[src/hw/pin2_control_regs.vh]
// Register map and constants for the second general-purpose pin block.
// Assumes word-indexed register offsets, byte address four times the index.
`ifndef PIN2_CONTROL_REGS_VH
`define PIN2_CONTROL_REGS_VH

// ----------------------------------------
// Register indices and bus widths
// ----------------------------------------
`define ADDR_W 18
`define IDX_PIN2_CONTROL 16'h4039
`define IDX_IRQ_STATUS 16'h4040
`define IDX_IRQ_ENABLE 16'h4041
`define IDX_IRQ_CLEAR 16'h4042
`define IDX_PIN_LEVEL 16'h4043

// ----------------------------------------
// Control register fields
// ----------------------------------------
`define CTL_RESET 16'hA400
`define CTL_WMASK 16'hFE8F
`define DIR_BIT 15
`define PULL_HI 14
`define PULL_LO 13
`define INT_MODE_BIT 12
`define DOMAIN_BIT 11
`define POL_BIT 10
`define OD_BIT 9
`define ENA_BIT 7
`define FN_HI 3
`define FN_LO 0

`define PULL_NONE 2'h0
`define PULL_DOWN 2'h1
`define PULL_UP 2'h2

// ----------------------------------------
// Input function codes with long de-bounce
// ----------------------------------------
`define FN_IN_GPIO_LONG 4'h0
`define FN_IN_SLEEP_WAKE_LONG 4'h4
`define FN_IN_HWCTL1_LONG 4'hE
`define FN_IN_HWCTL2_LONG 4'hF

// ----------------------------------------
// Output function codes
// ----------------------------------------
`define FN_OUT_SW 4'h0
`define FN_OUT_OSC 4'h1
`define FN_OUT_ON 4'h2
`define FN_OUT_SLEEP 4'h3
`define FN_OUT_PWR_CHANGE 4'h4
`define FN_OUT_DVS1 4'h8
`define FN_OUT_DVS2 4'h9
`define FN_OUT_EXT_EN1 4'hA
`define FN_OUT_EXT_EN2 4'hB
`define FN_OUT_SYS_GOOD 4'hC
`define FN_OUT_CONVERTER_POWER_GOOD 4'hD
`define FN_OUT_EXT_CLK 4'hE
`define FN_OUT_AUX_RST 4'hF

// ----------------------------------------
// Timing and AXI responses
// ----------------------------------------
`define SHORT_DEBOUNCE_CYCLES 16'h0004
`define LONG_DEBOUNCE_DEFAULT 16'h0400
`define RESP_OKAY 2'h0
`define RESP_SLVERR 2'h2

`endif

[src/hw/gpio2_pin_control.v]
// Control, function routing and edge interrupt for one general-purpose pin.
// Assumes pad input and function sources are synchronous to clk_sys_in;
// the pad driver, pulls and supply switch sit outside and obey the outputs.
//
// Contract
// - Direction bit: 0 output, 1 input
// - Pull field: none, down, up; reset down
// - Interrupt mode 1: both edges
// - Single edge: polarity picks rising or falling
// - Polarity bit: 1 non-inverted, reset 1
// - Output type: push-pull or open-drain
// - Enable bit 0 tri-states pin, reset 0
// - Supply domain select bit 11
// - Input codes 2-7 to request functions
// - Input codes 8-15 to scaling/hardware inputs
// - Output code 0 software, 1 oscillator
// - Output codes 2-4 state indications
// - Output codes 10-13 enables and power good
// - Output code 14 clock, 15 reset
// - Control register reset value 16'hA400
`include "pin2_control_regs.vh"
`default_nettype none

module gpio2_pin_control #(
    parameter [15:0] LONG_DEBOUNCE_CYCLES = `LONG_DEBOUNCE_DEFAULT
) (
    input wire clk_sys_in,
    input wire rst_b_in,
    // AXI4-Lite slave
    input wire [`ADDR_W-1:0] s_axi_awaddr_in,
    input wire s_axi_awvalid_in,
    output wire s_axi_awready_out,
    input wire [31:0] s_axi_wdata_in,
    input wire [3:0] s_axi_wstrb_in,
    input wire s_axi_wvalid_in,
    output wire s_axi_wready_out,
    output reg [1:0] s_axi_bresp_out,
    output reg s_axi_bvalid_out,
    input wire s_axi_bready_in,
    input wire [`ADDR_W-1:0] s_axi_araddr_in,
    input wire s_axi_arvalid_in,
    output wire s_axi_arready_out,
    output reg [31:0] s_axi_rdata_out,
    output reg [1:0] s_axi_rresp_out,
    output reg s_axi_rvalid_out,
    input wire s_axi_rready_in,
    // Pad
    input wire pad_in,
    output reg pad_out,
    output reg pad_oe_b_out,
    output reg pull_up_out,
    output reg pull_down_out,
    output reg supply_domain_out,
    // Output function sources
    input wire osc_32k_in,
    input wire on_state_in,
    input wire sleep_state_in,
    input wire power_change_in,
    input wire dvs_done1_in,
    input wire dvs_done2_in,
    input wire ext_power_en1_in,
    input wire ext_power_en2_in,
    input wire system_supply_good_in,
    input wire converter_power_good_in,
    input wire ext_power_clk_in,
    input wire aux_reset_in,
    // Input function requests, one bit per function code
    output reg [15:0] in_function_out,
    output wire irq_out
);

    // ----------------------------------------
    // Address decode
    // ----------------------------------------
    localparam [2:0] SEL_NONE = 3'h0;
    localparam [2:0] SEL_CTL = 3'h1;
    localparam [2:0] SEL_STAT = 3'h2;
    localparam [2:0] SEL_ENA = 3'h3;
    localparam [2:0] SEL_CLR = 3'h4;
    localparam [2:0] SEL_LVL = 3'h5;

    function [2:0] reg_select;
        input [`ADDR_W-1:0] addr;
        reg [15:0] idx;
        begin
            idx = addr[`ADDR_W-1:2];
            case (idx)
                `IDX_PIN2_CONTROL: reg_select = SEL_CTL;
                `IDX_IRQ_STATUS: reg_select = SEL_STAT;
                `IDX_IRQ_ENABLE: reg_select = SEL_ENA;
                `IDX_IRQ_CLEAR: reg_select = SEL_CLR;
                `IDX_PIN_LEVEL: reg_select = SEL_LVL;
                default: reg_select = SEL_NONE;
            endcase
        end
    endfunction

    // ----------------------------------------
    // Register state
    // ----------------------------------------
    reg [15:0] pin2_control;
    reg irq_status;
    reg irq_enable;
    reg sw_level;

    wire pin_direction_select = pin2_control[`DIR_BIT];
    wire [1:0] pull_resistor_select = pin2_control[`PULL_HI:`PULL_LO];
    wire edge_interrupt_mode = pin2_control[`INT_MODE_BIT];
    wire io_supply_domain_select = pin2_control[`DOMAIN_BIT];
    wire pin_polarity_select = pin2_control[`POL_BIT];
    wire open_drain_select = pin2_control[`OD_BIT];
    wire pin_drive_enable = pin2_control[`ENA_BIT];
    wire [3:0] pin_function_select = pin2_control[`FN_HI:`FN_LO];

    // ----------------------------------------
    // AXI write channel
    // ----------------------------------------
    reg aw_held;
    reg w_held;
    reg [`ADDR_W-1:0] aw_addr;
    reg [31:0] w_data;
    reg [3:0] w_strb;

    assign s_axi_awready_out = !aw_held && !s_axi_bvalid_out;
    assign s_axi_wready_out = !w_held && !s_axi_bvalid_out;

    wire aw_take = s_axi_awvalid_in && s_axi_awready_out;
    wire w_take = s_axi_wvalid_in && s_axi_wready_out;
    wire aw_have = aw_held || aw_take;
    wire w_have = w_held || w_take;
    wire wr_fire = aw_have && w_have && !s_axi_bvalid_out;

    wire [`ADDR_W-1:0] wr_addr = aw_held ? aw_addr : s_axi_awaddr_in;
    wire [31:0] wr_data = w_held ? w_data : s_axi_wdata_in;
    wire [3:0] wr_strb = w_held ? w_strb : s_axi_wstrb_in;
    wire [2:0] wr_sel = reg_select(wr_addr);

    wire [15:0] lane_mask = {{8{wr_strb[1]}}, {8{wr_strb[0]}}};
    wire [15:0] ctl_mask = lane_mask & `CTL_WMASK;
    wire wr_ctl = wr_fire && (wr_sel == SEL_CTL);
    wire wr_ena = wr_fire && (wr_sel == SEL_ENA) && wr_strb[0];
    wire wr_clr = wr_fire && (wr_sel == SEL_CLR) && wr_strb[0];
    wire wr_lvl = wr_fire && (wr_sel == SEL_LVL) && wr_strb[0];

    always @(posedge clk_sys_in) begin
        if (!rst_b_in) begin
            aw_held <= 1'b0;
            w_held <= 1'b0;
            aw_addr <= {`ADDR_W{1'b0}};
            w_data <= 32'h0;
            w_strb <= 4'h0;
            s_axi_bvalid_out <= 1'b0;
            s_axi_bresp_out <= `RESP_OKAY;
        end else begin
            if (aw_take) begin
                aw_addr <= s_axi_awaddr_in;
            end
            if (w_take) begin
                w_data <= s_axi_wdata_in;
                w_strb <= s_axi_wstrb_in;
            end
            if (wr_fire) begin
                aw_held <= 1'b0;
                w_held <= 1'b0;
                s_axi_bvalid_out <= 1'b1;
                // Unmapped and read-only status targets both answer SLVERR
                s_axi_bresp_out <= (wr_sel == SEL_NONE || wr_sel == SEL_STAT) ?
                    `RESP_SLVERR : `RESP_OKAY;
            end else begin
                if (aw_take) begin
                    aw_held <= 1'b1;
                end
                if (w_take) begin
                    w_held <= 1'b1;
                end
                if (s_axi_bvalid_out && s_axi_bready_in) begin
                    s_axi_bvalid_out <= 1'b0;
                end
            end
        end
    end

    // ----------------------------------------
    // Register writes
    // ----------------------------------------
    always @(posedge clk_sys_in) begin
        if (!rst_b_in) begin
            pin2_control <= `CTL_RESET;
            irq_enable <= 1'b0;
            sw_level <= 1'b0;
        end else begin
            if (wr_ctl) begin
                // Undefined bits never take a write
                pin2_control <= (pin2_control & ~ctl_mask) | (wr_data[15:0] & ctl_mask);
            end
            if (wr_ena) begin
                irq_enable <= wr_data[0];
            end
            if (wr_lvl) begin
                sw_level <= wr_data[0];
            end
        end
    end

    // ----------------------------------------
    // AXI read channel
    // ----------------------------------------
    assign s_axi_arready_out = !s_axi_rvalid_out;

    wire ar_take = s_axi_arvalid_in && s_axi_arready_out;
    wire [2:0] rd_sel = reg_select(s_axi_araddr_in);

    reg deb_level;
    reg [31:0] rd_word;
    reg rd_err;

    always @* begin
        rd_word = 32'h0;
        rd_err = 1'b0;
        case (rd_sel)
            SEL_CTL: rd_word = {16'h0, pin2_control};
            SEL_STAT: rd_word = {31'h0, irq_status};
            SEL_ENA: rd_word = {31'h0, irq_enable};
            SEL_LVL: rd_word = {30'h0, deb_level, sw_level};
            SEL_CLR: rd_word = 32'h0;
            default: rd_err = 1'b1;
        endcase
    end

    always @(posedge clk_sys_in) begin
        if (!rst_b_in) begin
            s_axi_rvalid_out <= 1'b0;
            s_axi_rdata_out <= 32'h0;
            s_axi_rresp_out <= `RESP_OKAY;
        end else if (ar_take) begin
            s_axi_rvalid_out <= 1'b1;
            s_axi_rdata_out <= rd_word;
            s_axi_rresp_out <= rd_err ? `RESP_SLVERR : `RESP_OKAY;
        end else if (s_axi_rvalid_out && s_axi_rready_in) begin
            s_axi_rvalid_out <= 1'b0;
        end
    end

    // ----------------------------------------
    // Input de-bounce
    // ----------------------------------------
    // Long filter only for the codes that ask for it; a pin level change
    // shorter than the limit is dropped, trading latency for noise immunity
    wire long_filter = (pin_function_select == `FN_IN_GPIO_LONG) ||
        (pin_function_select == `FN_IN_SLEEP_WAKE_LONG) ||
        (pin_function_select == `FN_IN_HWCTL1_LONG) ||
        (pin_function_select == `FN_IN_HWCTL2_LONG);
    wire [15:0] deb_limit = long_filter ? LONG_DEBOUNCE_CYCLES : `SHORT_DEBOUNCE_CYCLES;

    reg [15:0] deb_count;
    reg deb_prev;

    always @(posedge clk_sys_in) begin
        if (!rst_b_in) begin
            deb_level <= 1'b0;
            deb_prev <= 1'b0;
            deb_count <= 16'h0;
        end else begin
            deb_prev <= deb_level;
            if (pad_in == deb_level) begin
                deb_count <= 16'h0;
            end else if (deb_count + 16'h1 >= deb_limit) begin
                deb_level <= pad_in;
                deb_count <= 16'h0;
            end else begin
                deb_count <= deb_count + 16'h1;
            end
        end
    end

    // ----------------------------------------
    // Edge interrupt
    // ----------------------------------------
    wire rise = deb_level && !deb_prev;
    wire fall = !deb_level && deb_prev;
    wire edge_event = pin_direction_select && pin_drive_enable &&
        (edge_interrupt_mode ? (rise || fall) :
        (pin_polarity_select ? rise : fall));
    wire clr_hit = wr_clr && wr_data[0];

    always @(posedge clk_sys_in) begin
        if (!rst_b_in) begin
            irq_status <= 1'b0;
        end else begin
            // A new edge in the clearing cycle survives the clear
            irq_status <= (irq_status && !clr_hit) || edge_event;
        end
    end

    assign irq_out = irq_status && irq_enable;

    // ----------------------------------------
    // Input function routing
    // ----------------------------------------
    wire active_in = pin_polarity_select ? deb_level : !deb_level;
    wire in_mode = pin_direction_select && pin_drive_enable;

    wire [15:0] in_hit;

    genvar g;
    generate
        for (g = 0; g < 16; g = g + 1) begin : in_route
            // Codes 2-7 requests, 8-15 scaling and hardware inputs
            assign in_hit[g] = in_mode && active_in &&
                ({28'h0, pin_function_select} == g);
        end
    endgenerate

    // One register for the whole vector keeps a single driver per output
    always @(posedge clk_sys_in) begin
        if (!rst_b_in) begin
            in_function_out <= 16'h0;
        end else begin
            in_function_out <= in_hit;
        end
    end

    // ----------------------------------------
    // Output function routing
    // ----------------------------------------
    reg out_src;

    always @* begin
        case (pin_function_select)
            `FN_OUT_SW: out_src = sw_level;
            `FN_OUT_OSC: out_src = osc_32k_in;
            `FN_OUT_ON: out_src = on_state_in;
            `FN_OUT_SLEEP: out_src = sleep_state_in;
            `FN_OUT_PWR_CHANGE: out_src = power_change_in;
            `FN_OUT_DVS1: out_src = dvs_done1_in;
            `FN_OUT_DVS2: out_src = dvs_done2_in;
            `FN_OUT_EXT_EN1: out_src = ext_power_en1_in;
            `FN_OUT_EXT_EN2: out_src = ext_power_en2_in;
            `FN_OUT_SYS_GOOD: out_src = system_supply_good_in;
            `FN_OUT_CONVERTER_POWER_GOOD: out_src = converter_power_good_in;
            `FN_OUT_EXT_CLK: out_src = ext_power_clk_in;
            `FN_OUT_AUX_RST: out_src = aux_reset_in;
            default: out_src = 1'b0;
        endcase
    end

    wire out_level = pin_polarity_select ? out_src : !out_src;
    wire driving = !pin_direction_select && pin_drive_enable;

    // ----------------------------------------
    // Pad control
    // ----------------------------------------
    always @(posedge clk_sys_in) begin
        if (!rst_b_in) begin
            pad_out <= 1'b0;
            pad_oe_b_out <= 1'b1;
            pull_up_out <= 1'b0;
            pull_down_out <= 1'b0;
            supply_domain_out <= 1'b0;
        end else begin
            if (!driving) begin
                pad_out <= 1'b0;
                pad_oe_b_out <= 1'b1;
            end else if (open_drain_select) begin
                // Only ever pull low; a high level releases the pin
                pad_out <= 1'b0;
                pad_oe_b_out <= out_level;
            end else begin
                pad_out <= out_level;
                pad_oe_b_out <= 1'b0;
            end
            // Reserved pull code leaves both resistors off
            pull_up_out <= (pull_resistor_select == `PULL_UP);
            pull_down_out <= (pull_resistor_select == `PULL_DOWN);
            supply_domain_out <= io_supply_domain_select;
        end
    end

endmodule

`default_nettype wire

[config.mk]
export PLATFORM = sky130hd
export DESIGN_NAME = gpio2_pin_control
export DESIGN_NICKNAME = d
export VERILOG_FILES = /design/src/hw/gpio2_pin_control.v
export VERILOG_INCLUDE_DIRS = /design/src /design/src/hw
export SDC_FILE = /design/constraint.sdc
export NUM_CORES = 1
export LEC_CHECK = 0
export BUFFER_PORTS_ARGS = -buffer_cell sky130_fd_sc_hd__buf_2
export CAP_MARGIN = 20
export CORE_ASPECT_RATIO = 1.75
export CORE_MARGIN = 10
export CORE_UTILIZATION = 51
export CTS_CLUSTER_SIZE = 20
export DETAILED_ROUTE_END_ITERATION = 10
export HOLD_SLACK_MARGIN = 0.12
export PLACE_DENSITY = 0.87
export SLEW_MARGIN = 20
export SYNTH_ARGS = -nofsm -noshare
export SYNTH_HDL_FRONTEND = slang
export SYNTH_SLANG_ARGS = --single-unit
[constraint.sdc]
create_clock -name clk_sys_in -period 2.4 [get_ports clk_sys_in]
set_input_delay 0.24 -clock clk_sys_in [delete_from_list [all_inputs] [get_ports clk_sys_in]]
set_output_delay 0.24 -clock clk_sys_in [all_outputs]
set_load 0.05 [all_outputs]
==> results list <==
* Placeable core area: 0.009036 sq mm
- Worst hold path stage count: 2
- Placed standard-cell area: 0.005296 sq mm
- TritonCTS built the clock tree.
* Post-Synthesis Mean Instance Area: about 9 sq um
- In the global route stage, overall resource usage came out at 17.23%.
- The repair_antennas step left the layout with diodes totalling 0.
- For the worst flop-to-flop path, the logic depth is 9.
- Average detailed-routed wire length per instance: approximately 16 um
- Fraction of the core area covered by cells at the end of the flow: 62.43%
- Count of standard-cell rows: 46
- Timing analysis after detailed placement gives a worst setup slack of between 60 and 70 ps.
* Area Overhead vs Synth: 19.38%
- For this run, the number of Yosys warnings is 0.
- Power comes to about 3.8 mW.
- Clock skew on the completed layout was measured at approximately 6.7 ps.
* Antenna violations before repair: 0
* Clock Tree Root: sky130_fd_sc_hd__clkbuf_16
* Fraction of final layout cells with drive strength greater than 1: about a quarter
- Worst slew margin: 61.07%
* Layout Nets: between 700 and 800
* Clock period minus worst slack: 2260 ps
- The final critical path takes up a little over nine tenths of the cycle.
- Outcome: finished, final reports clean
* Clk pin slew, worst setup/hold paths: approximately 70 ps
* Cell type with the highest aggregate area in the netlist: sky130_fd_sc_hd__dfxtp_1
- Top area cells in the synthesized netlist: sky130_fd_sc_hd__dfxtp_1, sky130_fd_sc_hd__nand2_1, sky130_fd_sc_hd__a21boi_0, sky130_fd_sc_hd__buf_4, sky130_fd_sc_hd__mux2i_1
* Critical Path Fanout Max: 6
- Across the run, the number of max-cap violations was 0.
- Final estimated routing congestion in global placement: a little over 0.8
* Nature of the critical path endpoint: register
* Final-layout fill cell count: approximately 760
* Number of hold-slack violations in the final timing report: 0
* Slew at the pin with the worst max-slew slack: between 500 and 600 ps
* Setup violators final: 0
- Capture point of the worst reg-to-reg path: deb_count[2]$_SDFF_PP0_
- Counting along the longest clock path gives a buffer depth of 2.
- Arrival @ worst endpoint: roughly 2500 ps
- Post-Syn Instances: between 500 and 600
* Ys flop type: sky130_fd_sc_hd__dfxtp_1
- First drt pass iteration count: 5
* DRC violations left: 0
* Number of vias per cell after detailed routing: 5.297
- Fin area: approximately 0.0056 sq mm
* Total number of vias: roughly 4,000
* Global-route wire length before repair: just under 20,000 um
- Wires add up to roughly 12,000 um.
* Setup repair after global routing missed its margin: true
* I/O pin cnt: ~160
- Sequential elements use 43.21% of the synthesized area.
- For this design the static power due to leakage is between 2 and 2.5 nW.
- Vertical die dimension: roughly 150 um
- Post CTS Setup Buffer Count: 0
- Post-synthesis sequential element count: approximately 100
- DP HPWL: 9136 um
- Dominant cell by count in the synthesized netlist: sky130_fd_sc_hd__nand2_1
* Hold bufs inserted after CTS: 0
- Initial DRC count: about 180
- The worst hold path belongs to the class in -> reg.
- For this configuration, the core starts out at a cell density of a little over half.
* Cell area after technology mapping: approximately 0.0047 sq mm
* Power density over the cells: around 670 mW/mm^2
* Via count of the first global-routing pass: 4,213
- Die area: 0.01367 sq mm
* Final worst-path setup slack: about 140 ps
- Count of pins over their slew limit: 0
- The clock tree synthesis step divided the H-tree into 3 levels.
* Post-synth top cells: sky130_fd_sc_hd__nand2_1, sky130_fd_sc_hd__dfxtp_1, sky130_fd_sc_hd__a21boi_0
* End of the worst hold path: s_axi_rvalid_out$_SDFFE_PN0P_
- Counting the buffers created by CTS gives 9.
- STA puts the critical path data required time at around 2700 ps.
- Entering global routing, the biggest net connects 29 pins.
- Across all register-to-register paths, the minimum setup slack is about 140 ps.
* Number of different library cells in the post-synthesis netlist: between 60 and 70
- Yosys mapped a number of flops with a built-in enable equal to 0.
* Kind of start point of the critical path: register
- The clock drives between 100 and 150 sinks.
- Port buffer count: roughly 110
* Crit Path Category: reg -> reg
- Based on the critical path, the design can be clocked at up to ~440 MHz.
- Gates resized during post-CTS repair numbered 0.
- The die is 92.77 um wide.
- Area share of the leading cell type in the synthesized netlist: around 43%
* Number of routed nets with antenna violations: 0
* Setup tns final: 0 ps
- Maximum resistive drop on vdd: about 0.63 mV
- Async S/R FF share, synth: 0%
- Summed over all layers, the global routing overflow is 0.
- The clock reaches the later pin of the worst-skew pair after ~350 ps.
* Beginning of the worst hold path: s_axi_arvalid_in
==> power breakdown <==
part,switching [mW],total [mW],internal (mW)
registers,0.0378,1.78,1.75
logic,0.302,0.451,0.149
clock network,0.667,1.52,0.857
==> worst max-delay path, stage by stage, from the launching register on <==
cell and delay, ps:
sky130_fd_sc_hd__dfxtp_1 330, sky130_fd_sc_hd__or2_2 370, sky130_fd_sc_hd__nor2_1 120, sky130_fd_sc_hd__a31oi_1 80
sky130_fd_sc_hd__ha_1 290, sky130_fd_sc_hd__nand2_1 70, sky130_fd_sc_hd__nand4_1 130, sky130_fd_sc_hd__o41ai_4 410
sky130_fd_sc_hd__nand4_2 260, sky130_fd_sc_hd__nor2_2 140
==> cells by family after synthesis <==
group	after synthesis	synth area share, %
flops	102	43.21
simple gates	231	24.60
buf+inv	61	6.699
mux	29	6.487
other cells	1	0.07935
fa+ha+maj	6	1.589
xor+xnor	14	2.595
compound gates	88	14.75
==> layout by cell type, fill, tap and decap left out, drive strengths merged, types with 10 or more instances in the layout <==
cell,instances
a21boi,41
buf,114
clkbuf,10
conb,27
dfxtp,102
inv,16
mux2,13
mux2i,16
nand2,106
nand3,20
nor2,40
==> how the worst max path moves through the flow <==
stage | from | end | slack, ps | cells after the start
after floorplan | s_axi_bvalid_out$_SDFFE_PN0P_ | aw_addr[13]$_SDFFE_PN0P_ | 140 | 6
after global placement | register | deb_count[10]$_SDFF_PP0_ | 160 | 9
after detailed placement | deb_count[0]$_SDFF_PP0_ | deb_count[5]$_SDFF_PP0_ | 60 | 8
after CTS | deb_count[0]$_SDFF_PP0_ | deb_count[5]$_SDFF_PP0_ | 40 | 8
after global routing | register | deb_count[2]$_SDFF_PP0_ | -30 | 9
final | register | deb_count[2]$_SDFF_PP0_ | 140 | 9
==> metrics by stage <==
step           hold WS, ps  cells
2_1_floorplan        377.8    558
3_3_place_gp         444.5    744
3_5_place_dp         454.6    744
4_1_cts              133.8    760
5_1_grt              160.4    761
6_report             140.2    761
==> metal layers <==
layer	part of all wire [%]	track usage, %
met4	3.1	9.302
met5	0	0
met1	37	16.83
met2	55	32.22
met3	5.4	3.622
==> area by class of cell <==
type	count	area, sq um	share of cell area, %
clock buffers	10	239.0	4.236
clock inverters	6	77.57	1.375
inverters	13	48.80	0.8649
multi-input cells	396	2491	44.16
flip-flops and latches	102	2044	36.24
well taps	120	150.1	2.661
repair buffers	114	590.6	10.47
Power figures use the tool's default switching activity.
